**config.mk**
```make
export PLATFORM = sky130hd
export DESIGN_NAME = wide_event_counter
export DESIGN_NICKNAME = d
export VERILOG_FILES = /design/src/logic/wide_counter_pkg.sv /design/src/logic/input_sync.sv /design/src/logic/ripple_prescaler.sv /design/src/logic/wide_event_counter.sv
export SDC_FILE = /design/constraint.sdc
export NUM_CORES = 1
export LEC_CHECK = 0
export BUFFER_PORTS_ARGS = -buffer_cell sky130_fd_sc_hd__buf_2
export CORE_UTILIZATION = 25
export CTS_CLUSTER_SIZE = 40
export DETAILED_ROUTE_END_ITERATION = 8
export HOLD_SLACK_MARGIN = 0.08
export PLACE_DENSITY = 0.4
export SLEW_MARGIN = 20
export SYNTH_ARGS = -nofsm -noshare
export SYNTH_HDL_FRONTEND = slang
export SYNTH_HIERARCHICAL = 1
export SYNTH_SLANG_ARGS = --single-unit
export TNS_END_PERCENT = 20
```
**constraint.sdc**
```tcl
create_clock -name CLK_I -period 2.1 [get_ports CLK_I]
set_input_delay 0.105 -clock CLK_I [delete_from_list [all_inputs] [get_ports CLK_I]]
set_output_delay 0.105 -clock CLK_I [all_outputs]
set_load 0.005 [all_outputs]
```
**src/logic/wide_counter_pkg.sv**
```systemverilog
// Purpose: Shared constants and types for the wide event counter
// Assumes: APB with 32-bit data, byte registers in low bits
// Notes: Offsets are printed register numbers used as word indices
`default_nettype none
package wide_counter_pkg;
    // Register indices; byte address is four times the index
    localparam logic [7:0] IDX_INTCTL = 8'h0B;
    localparam logic [7:0] IDX_FLAGS = 8'h0C;
    localparam logic [7:0] IDX_CNT_LO = 8'h0E;
    localparam logic [7:0] IDX_CNT_HI = 8'h0F;
    localparam logic [7:0] IDX_CTRL = 8'h10;
    localparam logic [7:0] IDX_ENABLES = 8'h8C;
    localparam logic [7:0] IDX_CMP_LO = 8'h15;
    localparam logic [7:0] IDX_CMP_HI = 8'h16;
    localparam logic [7:0] IDX_CMP_MODE = 8'h17;
    // Control field positions
    localparam int CTRL_ON = 0;
    localparam int CTRL_SRC = 1;
    localparam int CTRL_BYPASS = 2;
    localparam int CTRL_OSC = 3;
    localparam int CTRL_PS_LO = 4;
    localparam int CTRL_PS_HI = 5;
    localparam logic [7:0] CTRL_MASK = 8'h3F;
    localparam logic [7:0] CTRL_RESET = 8'h00;
    localparam int FLAG_OVF = 0;
    localparam logic [7:0] FLAGS_MASK = 8'hF7;
    localparam logic [7:0] ENABLES_MASK = 8'hF7;
    localparam logic [3:0] CMP_SPECIAL_EVENT = 4'hB;
    localparam logic [1:0] INSTR_DIV_LAST = 2'h3;
    localparam int CPU_CLK_MHZ = 40;

    // Control register fields as a packed carrier
    typedef struct packed {
        logic [1:0] spare;
        logic [1:0] prescale_select;
        logic crystal_osc_enable;
        logic sync_bypass;
        logic clock_source_select;
        logic counter_on;
    } ctrl_t;

    // APB access phase summary
    typedef struct packed {
        logic wr;
        logic rd;
        logic [7:0] idx;
        logic [7:0] wdata;
    } access_t;
endpackage
`default_nettype wire

```
**src/logic/input_sync.sv**
```systemverilog
// Purpose: Three-stage synchroniser with agreement filter
// Assumes: Input is asynchronous to clk_i
// Notes: Output changes once stages two and three agree
`default_nettype none
`timescale 1ns/100ps
module input_sync
(
    input wire logic clk_i,
    input wire logic rst_b_i,
    input wire logic ce_i,
    input wire logic async_i,
    output logic level_o
);
    logic s1;
    logic s2;
    logic s3;

    // First stage feeds only the second
    always_ff @(posedge clk_i or negedge rst_b_i)
    begin
        if (!rst_b_i)
        begin
            s1 <= 1'b0;
            s2 <= 1'b0;
            s3 <= 1'b0;
        end
        else if (ce_i)
        begin
            s1 <= async_i;
            s2 <= s1;
            s3 <= s2;
        end
    end

    // Accept a change only when the later stages agree
    always_ff @(posedge clk_i or negedge rst_b_i)
    begin
        if (!rst_b_i)
            level_o <= 1'b0;
        else if (ce_i && s2 == s3)
            level_o <= s3;
    end
endmodule
`default_nettype wire

```
**src/logic/ripple_prescaler.sv**
```systemverilog
// Purpose: Prescaler for the count input, divide by 1, 2, 4 or 8
// Assumes: tick_i is a one-cycle pulse
// Notes: Clear has priority over a tick in the same cycle
`default_nettype none
`timescale 1ns/100ps
module ripple_prescaler
#(
    parameter int WIDTH = 3
)
(
    input wire logic clk_i,
    input wire logic rst_b_i,
    input wire logic ce_i,
    input wire logic clear_i,
    input wire logic tick_i,
    input wire logic [1:0] select_i,
    output logic tick_o
);
    logic [WIDTH-1:0] count;
    logic [WIDTH-1:0] next_count;
    logic [WIDTH-1:0] mask;

    // Terminal mask for the selected ratio
    always_comb
    begin
        mask = WIDTH'((1 << select_i) - 1);
        next_count = count + WIDTH'(1);
        tick_o = tick_i && ((count & mask) == mask);
    end

    // Counter keeps running in sleep; besides reset, only a count write clears it
    always_ff @(posedge clk_i or negedge rst_b_i)
    begin
        if (!rst_b_i)
            count <= '0;
        else if (ce_i)
        begin
            if (clear_i)
                count <= '0;
            else if (tick_i)
                count <= next_count;
        end
    end
endmodule
`default_nettype wire

```
**src/logic/wide_event_counter.sv**
```systemverilog
// Purpose: 16-bit timer/counter with prescaler and compare clear
// Assumes: APB slave, 32-bit data, one word per byte register
// Notes: Count bytes have no reset; only compare clear, a software byte write or rollover past FFFF zeroes them
//
// The APB slave port was left to the implementer.
`default_nettype none
`timescale 1ns/100ps
// What this block does
// - Bypass set: external edges still pass the synchroniser
// - Unsynchronised mode counts in sleep, wakes on overflow
// - Unsynchronised mode gives compare unit no timebase
// - Byte reads always valid; overflow may straddle
// - Oscillator enable runs crystal, also in sleep
// - Compare mode 1011 trigger clears counter
// - Compare clear never sets overflow flag
// - Compare clear withheld in unsynchronised mode
// - Software count write beats compare clear
// - Compare value pair acts as period
// - Count bytes unaffected by any reset
// - Power-on or brown-out clears control register
// - Any count byte write clears prescaler
// - Count exposed as low and high bytes
// - Source clear counts oscillator divided by four
// - Prescale codes divide by 1, 2, 4, 8
// - Synchronised mode: no count in sleep
module wide_event_counter
#(
    parameter int PS_WIDTH = 3
)
(
    input wire logic CLK_I,
    input wire logic RST_B_I,
    input wire logic CE_I,
    input wire logic POR_BOR_I,
    input wire logic SLEEP_I,
    input wire logic EXT_CLK_I,
    input wire logic CRYSTAL_INPUT_PIN_I,
    input wire logic PSEL_I,
    input wire logic PENABLE_I,
    input wire logic PWRITE_I,
    input wire logic [31:0] PADDR_I,
    input wire logic [31:0] PWDATA_I,
    output logic [31:0] PRDATA_O,
    output logic PREADY_O,
    output logic PSLVERR_O,
    output logic CRYSTAL_AMP_OUTPUT_PIN_O,
    output logic CRYSTAL_AMP_OE_B_O,
    output logic TIMEBASE_VALID_O,
    output logic WAKE_O,
    output logic IRQ_O
);
    wide_counter_pkg::ctrl_t ctrl;
    wide_counter_pkg::access_t acc;
    logic [15:0] count_value;
    logic [15:0] next_count_value;
    logic [15:0] compare_value_pair;
    logic [3:0] compare_mode_select;
    logic [7:0] flags;
    logic [7:0] enables;
    logic [7:0] intctl;
    logic [1:0] instr_div;
    logic instr_tick;
    logic ext_level;
    logic ext_prev;
    logic ext_rise;
    logic src_tick;
    logic ps_tick;
    logic cnt_wr;
    logic inc;
    logic match;
    logic special_clear;
    logic overflow;
    logic unsync_mode;
    logic addr_ok;
    logic [31:0] rdata;

    // Decode of the APB access phase; word index from the byte address
    always_comb
    begin
        acc.idx = PADDR_I[9:2];
        acc.wdata = PWDATA_I[7:0];
        acc.wr = PSEL_I && PENABLE_I && PWRITE_I && PREADY_O;
        acc.rd = PSEL_I && PENABLE_I && !PWRITE_I && PREADY_O;
        addr_ok = (PADDR_I[1:0] == 2'h0) && (PADDR_I[31:10] == '0);
    end

    // Pin source: crystal pin when oscillator runs, else plain clock pin
    input_sync ext_sync
    (
        .clk_i(CLK_I),
        .rst_b_i(RST_B_I),
        .ce_i(CE_I),
        .async_i(ctrl.crystal_osc_enable ? CRYSTAL_INPUT_PIN_I : EXT_CLK_I),
        .level_o(ext_level)
    );

    // Instruction clock is one cycle in four of the core clock
    always_ff @(posedge CLK_I or negedge RST_B_I)
    begin
        if (!RST_B_I)
            instr_div <= 2'h0;
        else if (CE_I && !SLEEP_I)
            instr_div <= instr_div + 2'h1;
    end

    // Rising-edge detect on the filtered level, never on a raw stage
    always_ff @(posedge CLK_I or negedge RST_B_I)
    begin
        if (!RST_B_I)
            ext_prev <= 1'b0;
        else if (CE_I)
            ext_prev <= ext_level;
    end

    // Count source and mode selection
    always_comb
    begin
        instr_tick = !SLEEP_I && (instr_div == wide_counter_pkg::INSTR_DIV_LAST);
        ext_rise = ext_level && !ext_prev;
        unsync_mode = ctrl.clock_source_select && ctrl.sync_bypass;
        if (ctrl.clock_source_select)
            src_tick = ext_rise;
        else
            src_tick = instr_tick;
    end

    // Prescaler sits after the sync stage and has no sleep input, so external edges advance it in sleep
    ripple_prescaler #(.WIDTH(PS_WIDTH)) prescale
    (
        .clk_i(CLK_I),
        .rst_b_i(RST_B_I),
        .ce_i(CE_I),
        .clear_i(cnt_wr),
        .tick_i(src_tick && ctrl.counter_on),
        .select_i(ctrl.prescale_select),
        .tick_o(ps_tick)
    );

    // Counter advance and compare-triggered clear
    always_comb
    begin
        cnt_wr = acc.wr && (acc.idx == wide_counter_pkg::IDX_CNT_LO ||
                            acc.idx == wide_counter_pkg::IDX_CNT_HI);
        // Synchronised mode stalls in sleep; unsynchronised keeps going
        inc = ps_tick && (unsync_mode || !SLEEP_I);
        match = (count_value == compare_value_pair);
        // Clear is withheld in unsynchronised mode, the unsafe case
        special_clear = match && !unsync_mode &&
            (compare_mode_select == wide_counter_pkg::CMP_SPECIAL_EVENT);
        overflow = inc && (count_value == 16'hFFFF) && !special_clear;
        next_count_value = count_value + 16'h0001;
    end

    // Count bytes carry no reset, by design of the register pair
    always_ff @(posedge CLK_I)
    begin
        if (CE_I)
        begin
            if (acc.wr && acc.idx == wide_counter_pkg::IDX_CNT_LO)
                count_value[7:0] <= acc.wdata;
            else if (acc.wr && acc.idx == wide_counter_pkg::IDX_CNT_HI)
                count_value[15:8] <= acc.wdata;
            else if (special_clear)
                count_value <= 16'h0000;
            else if (inc)
                count_value <= next_count_value;
        end
    end

    // Control register: only power-on or brown-out resets it, so it has
    // no asynchronous reset; any other reset leaves it as it was
    always_ff @(posedge CLK_I)
    begin
        if (CE_I)
        begin
            if (POR_BOR_I)
                ctrl <= wide_counter_pkg::CTRL_RESET;
            else if (acc.wr && acc.idx == wide_counter_pkg::IDX_CTRL)
                ctrl <= acc.wdata & wide_counter_pkg::CTRL_MASK;
        end
    end

    // Compare unit settings seen by this block
    always_ff @(posedge CLK_I or negedge RST_B_I)
    begin
        if (!RST_B_I)
        begin
            compare_value_pair <= 16'h0000;
            compare_mode_select <= 4'h0;
        end
        else if (CE_I && acc.wr)
        begin
            if (acc.idx == wide_counter_pkg::IDX_CMP_LO)
                compare_value_pair[7:0] <= acc.wdata;
            if (acc.idx == wide_counter_pkg::IDX_CMP_HI)
                compare_value_pair[15:8] <= acc.wdata;
            if (acc.idx == wide_counter_pkg::IDX_CMP_MODE)
                compare_mode_select <= acc.wdata[3:0];
        end
    end

    // Overflow flag: hardware set wins over a software clear
    always_ff @(posedge CLK_I or negedge RST_B_I)
    begin
        if (!RST_B_I)
            flags <= 8'h00;
        else if (CE_I)
        begin
            if (acc.wr && acc.idx == wide_counter_pkg::IDX_FLAGS)
                flags <= acc.wdata & wide_counter_pkg::FLAGS_MASK;
            if (overflow)
                flags[wide_counter_pkg::FLAG_OVF] <= 1'b1;
        end
    end

    // Enables and main interrupt control are plain storage
    always_ff @(posedge CLK_I or negedge RST_B_I)
    begin
        if (!RST_B_I)
        begin
            enables <= 8'h00;
            intctl <= 8'h00;
        end
        else if (CE_I && acc.wr)
        begin
            if (acc.idx == wide_counter_pkg::IDX_ENABLES)
                enables <= acc.wdata & wide_counter_pkg::ENABLES_MASK;
            if (acc.idx == wide_counter_pkg::IDX_INTCTL)
                intctl <= acc.wdata;
        end
    end

    // Read mux; count bytes are sampled in the core domain, so valid
    always_comb
    begin
        rdata = 32'h0000_0000;
        case (acc.idx)
            wide_counter_pkg::IDX_INTCTL: rdata[7:0] = intctl;
            wide_counter_pkg::IDX_FLAGS: rdata[7:0] = flags;
            wide_counter_pkg::IDX_CNT_LO: rdata[7:0] = count_value[7:0];
            wide_counter_pkg::IDX_CNT_HI: rdata[7:0] = count_value[15:8];
            wide_counter_pkg::IDX_CTRL: rdata[7:0] = ctrl;
            wide_counter_pkg::IDX_ENABLES: rdata[7:0] = enables;
            wide_counter_pkg::IDX_CMP_LO: rdata[7:0] = compare_value_pair[7:0];
            wide_counter_pkg::IDX_CMP_HI: rdata[7:0] = compare_value_pair[15:8];
            wide_counter_pkg::IDX_CMP_MODE: rdata[3:0] = compare_mode_select;
            default: rdata = 32'h0000_0000;
        endcase
    end

    // APB answer: ready one cycle after setup, data registered
    always_ff @(posedge CLK_I or negedge RST_B_I)
    begin
        if (!RST_B_I)
        begin
            PREADY_O <= 1'b0;
            PRDATA_O <= 32'h0000_0000;
            PSLVERR_O <= 1'b0;
        end
        else if (CE_I)
        begin
            PREADY_O <= PSEL_I && !PENABLE_I;
            PRDATA_O <= rdata;
            PSLVERR_O <= PSEL_I && !PENABLE_I && !addr_ok;
        end
    end

    // Crystal amplifier drives its pin only while enabled, in sleep too
    always_ff @(posedge CLK_I or negedge RST_B_I)
    begin
        if (!RST_B_I)
        begin
            CRYSTAL_AMP_OUTPUT_PIN_O <= 1'b0;
            CRYSTAL_AMP_OE_B_O <= 1'b1;
        end
        else if (CE_I)
        begin
            CRYSTAL_AMP_OUTPUT_PIN_O <= !CRYSTAL_INPUT_PIN_I;
            CRYSTAL_AMP_OE_B_O <= !ctrl.crystal_osc_enable;
        end
    end

    // Status outputs: timebase, wake and interrupt request
    always_ff @(posedge CLK_I or negedge RST_B_I)
    begin
        if (!RST_B_I)
        begin
            TIMEBASE_VALID_O <= 1'b0;
            WAKE_O <= 1'b0;
            IRQ_O <= 1'b0;
        end
        else if (CE_I)
        begin
            TIMEBASE_VALID_O <= ctrl.counter_on && !unsync_mode;
            WAKE_O <= flags[wide_counter_pkg::FLAG_OVF] &&
                enables[wide_counter_pkg::FLAG_OVF];
            IRQ_O <= flags[wide_counter_pkg::FLAG_OVF] &&
                enables[wide_counter_pkg::FLAG_OVF];
        end
    end
endmodule
`default_nettype wire

```
==> flow_summary.json <==
{
  "async_flop_share_pct": 75.00,
  "dr_total_vias": 4104,
  "first_iter_violations": 212,
  "coreArea_sq_mm": 0.02017,
  "die_w_um": 145.4,
  "yosys_warnings": 6,
  "power_uw": 4226,
  "io_buffers": 64,
  "min_path_type": "input pin to flip-flop",
  "hpwl_um": 12190,
  "cts-htree-levels": 3,
  "worst-path-buf-inv": 2,
  "root_buffer": "clkbuf_16",
  "wl_per_cell_um": 18.70,
  "startpoint_type": "flip-flop",
  "nNetsFinal": 663,
  "fmax_mhz": 477.5,
  "crit_path_frequent_cell": "buf_4",
  "crit_family": "compound AO/OA/AOI/OAI gates",
  "place_congestion": 0.8284,
  "drt_first_pass_iters": 4,
  "ant_nets": 0,
  "fin_area_sq_mm": 0.006397,
  "num_rows": 52,
  "crit_arrival_ns": 2.32,
  "cts_sinks": 88,
  "rsz0062_at_grt": "yes",
  "fin_crit_sh_pct": 99.73,
  "grt_pass1_wl_um": 25060,
  "cp_slowest_cell": "a2111oi_1",
  "antenna_found_initial": 0,
  "grt_pass1_vias": 4122,
  "numCtsBuffers": 9,
  "wl_um": 16100,
  "crit_required_ns": 2.33,
  "maxCapViolations": 0,
  "fin_tns_setup_ns": 0,
  "clock_latency_ns": 0.35,
  "netlist_area_sq_mm": 0.005142,
  "drc": 0,
  "grt.total_usage_pct": 15.78,
  "cp-end-kind": "flip-flop",
  "synth-edff-count": 22,
  "hold_slack_ns": 0.09409,
  "cts_tree": "built",
  "post-route-min-period_ns": 2.094,
  "dp.cells": 838,
  "ios": 113,
  "final_common_cell": "dfrtp_1",
  "final_cells": 861,
  "yosysUniqueCellTypes": 71,
  "skew_ns": 0.008150,
  "clk_path_buf_depth": 2,
  "drive_above_1_share_pct": 34.52,
  "syn_to_final_growth_pct": 24.40,
  "cellPowerDensity_mw_per_mm2": 660.6,
  "viasPerCell": 4.767,
  "setup_viol": 0,
  "fillerInstances": 2114,
  "clk_pin_slew_ns": 0.06,
  "worst_slew_pin_slew_ns": 0.6502,
  "placed_area_sq_mm": 0.006001,
  "die_height_um": 145.4,
  "crit_chain": "buf_4 > mux2_2 > a32o_1 > a2111oi_1 > buf_4 > o22ai_1",
  "slew_headroom_pct": 56.55,
  "leakagePower_uw": 0.002736,
  "synthCells": 479,
  "die_area_sq_mm": 0.02115,
  "avgSynthCellArea_sq_um": 10.74,
  "ys.flop_type": "dfrtp_1",
  "maxSlewViolCount": 0,
  "initial_utilization_pct": 25.50,
  "finalHoldViolations": 0,
  "diodes": 0,
  "status": "finished, final reports clean",
  "peakVddDrop_uv": 379.9,
  "worstPathMaxFanout": 3,
  "yosysSeqAreaShare_pct": 44.99,
  "synth_seq_cells": 88,
  "max_stage_delay_ns": 0.58,
  "critical_path_class": "flip-flop to flip-flop",
  "final_cell_mix": "dfrtp_1 (65), buf_2 (64), mux2_2 (49)",
  "overflow": 0,
  "grt_max_degree": 67
}
==> what timing repair did <==
item	4_1_cts	5_1_grt
hold endpoints to repair	68	0
buffers inserted	0	2
hold buffers	5	0
pin swaps	1	3
setup endpoints to repair	13	34
resized for setup	3	6
==> cell families (layout without fill, tap and decap cells) <==
kind of cell,after synthesis,after routing,share of synthesized area [%]
compound gates,88,88,13.19
xor+xnor,31,31,5.280
fa+ha+maj,3,3,0.7300
buf+inv,70,159,7.226
flops,88,88,44.99
mux,55,55,11.92
other cells,1,24,0.07292
simple gates,143,143,16.59
==> sequential cells by signal, indices dropped and copies added, names as in the netlist, 2 cells and up <==
| signal | flops |
|---|---|
| ctrl | 6 |
| PRDATA_O | 8 |
| flags | 7 |
| intctl | 8 |
| prescale/count | 3 |
| compare_value_pair | 16 |
| count_value | 16 |
| instr_div | 2 |
| compare_mode_select | 4 |
| enables | 7 |
==> per-stage QoR <==
| stage | utilization [%] | setup WS (ns) |
|---|---|---|
| floorplan | - | 0.05768 |
| global placement | 29.75 | -0.1038 |
| detailed placement | 29.75 | -0.06384 |
| CTS | 31.50 | 0.005257 |
| global route | 31.72 | -0.1190 |
| finish | 31.72 | 0.005695 |
==> report_power, final <==
part | total (uW) | internal, uW | switching, uW
registers | 1950 | 1870 | 82.4
logic | 639 | 291 | 348
clock network | 1630 | 927 | 707
==> Yosys cell counts (4+ instances only) <==
cell | n | share of area [%]
dfrtp_1 | 65 | 32
mux2_2 | 49 | 11
nand2_1 | 37 | 2.7
buf_4 | 25 | 3.6
inv_1 | 23 | 1.7
edfxtp_1 | 22 | 13
xnor2_1 | 19 | 3.2
o31ai_1 | 18 | 2.6
nand3_1 | 16 | 1.6
nor2_1 | 14 | 1.0
o22ai_1 | 14 | 1.7
nor2b_1 | 13 | 1.6
clkbuf_1 | 12 | 0.88
xor2_1 | 12 | 2.0
a22oi_1 | 10 | 1.5
nand4_1 | 10 | 1.2
nor4_1 | 8 | 0.97
o21ai_0 | 8 | 0.78
nor3_1 | 7 | 0.68
and3_1 | 6 | 0.73
buf_2 | 6 | 0.58
mux2i_1 | 5 | 0.97
nand2b_1 | 5 | 0.61
a21oi_1 | 4 | 0.39
a32o_1 | 4 | 0.78
==> worst min-delay path: cells and delay by family <==
family | cells | cell delay [ns]
AND/OR/NAND/NOR | 3 | 0.13
buffers and inverters | 1 | 0.08
AO/OA/AOI/OAI | 1 | 0.09
==> metal layers <==
layer | part of all wire (%) | wire length, um | GRT usage, %
met5 | 0 | 0 | 0
met4 | 1.2 | 198 | 3.684
met3 | 5.0 | 811 | 3.824
met2 | 46 | 7484 | 25.29
met1 | 47 | 7603 | 21.40
==> cell type report <==
type                            count  area (sq um)  share of cell area, %
Clock inverter                      6         67.56                  1.056
Inverter                           24         90.09                  1.408
Tap cell                          270         337.8                  5.281
Clock buffer                       10         229.0                  3.579
Timing Repair Buffer              119         762.0                  11.91
Sequential cell                    88          2313                  36.16
Multi-Input combinational cell    344          2597                  40.60
==> worst paths after layout <==
check	start	endpoint	slack, ns	cells past startpoint
min in group asynchronous	RST_B_I	intctl[7]	0.30	3
worst max-delay path	count_value[15]	PRDATA_O[7]	0.006	6
worst min-delay path	PADDR_I[17]	PSLVERR_O	0.09	5
worst max register to register	count_value[15]	PRDATA_O[7]	0.006	6
worst min register to register	CRYSTAL_AMP_OE_B_O	CRYSTAL_AMP_OE_B_O	0.47	2
max in group asynchronous	RST_B_I	CRYSTAL_AMP_OE_B_O	1.46	3
No activity file was read; power rests on OpenSTA's default activity.
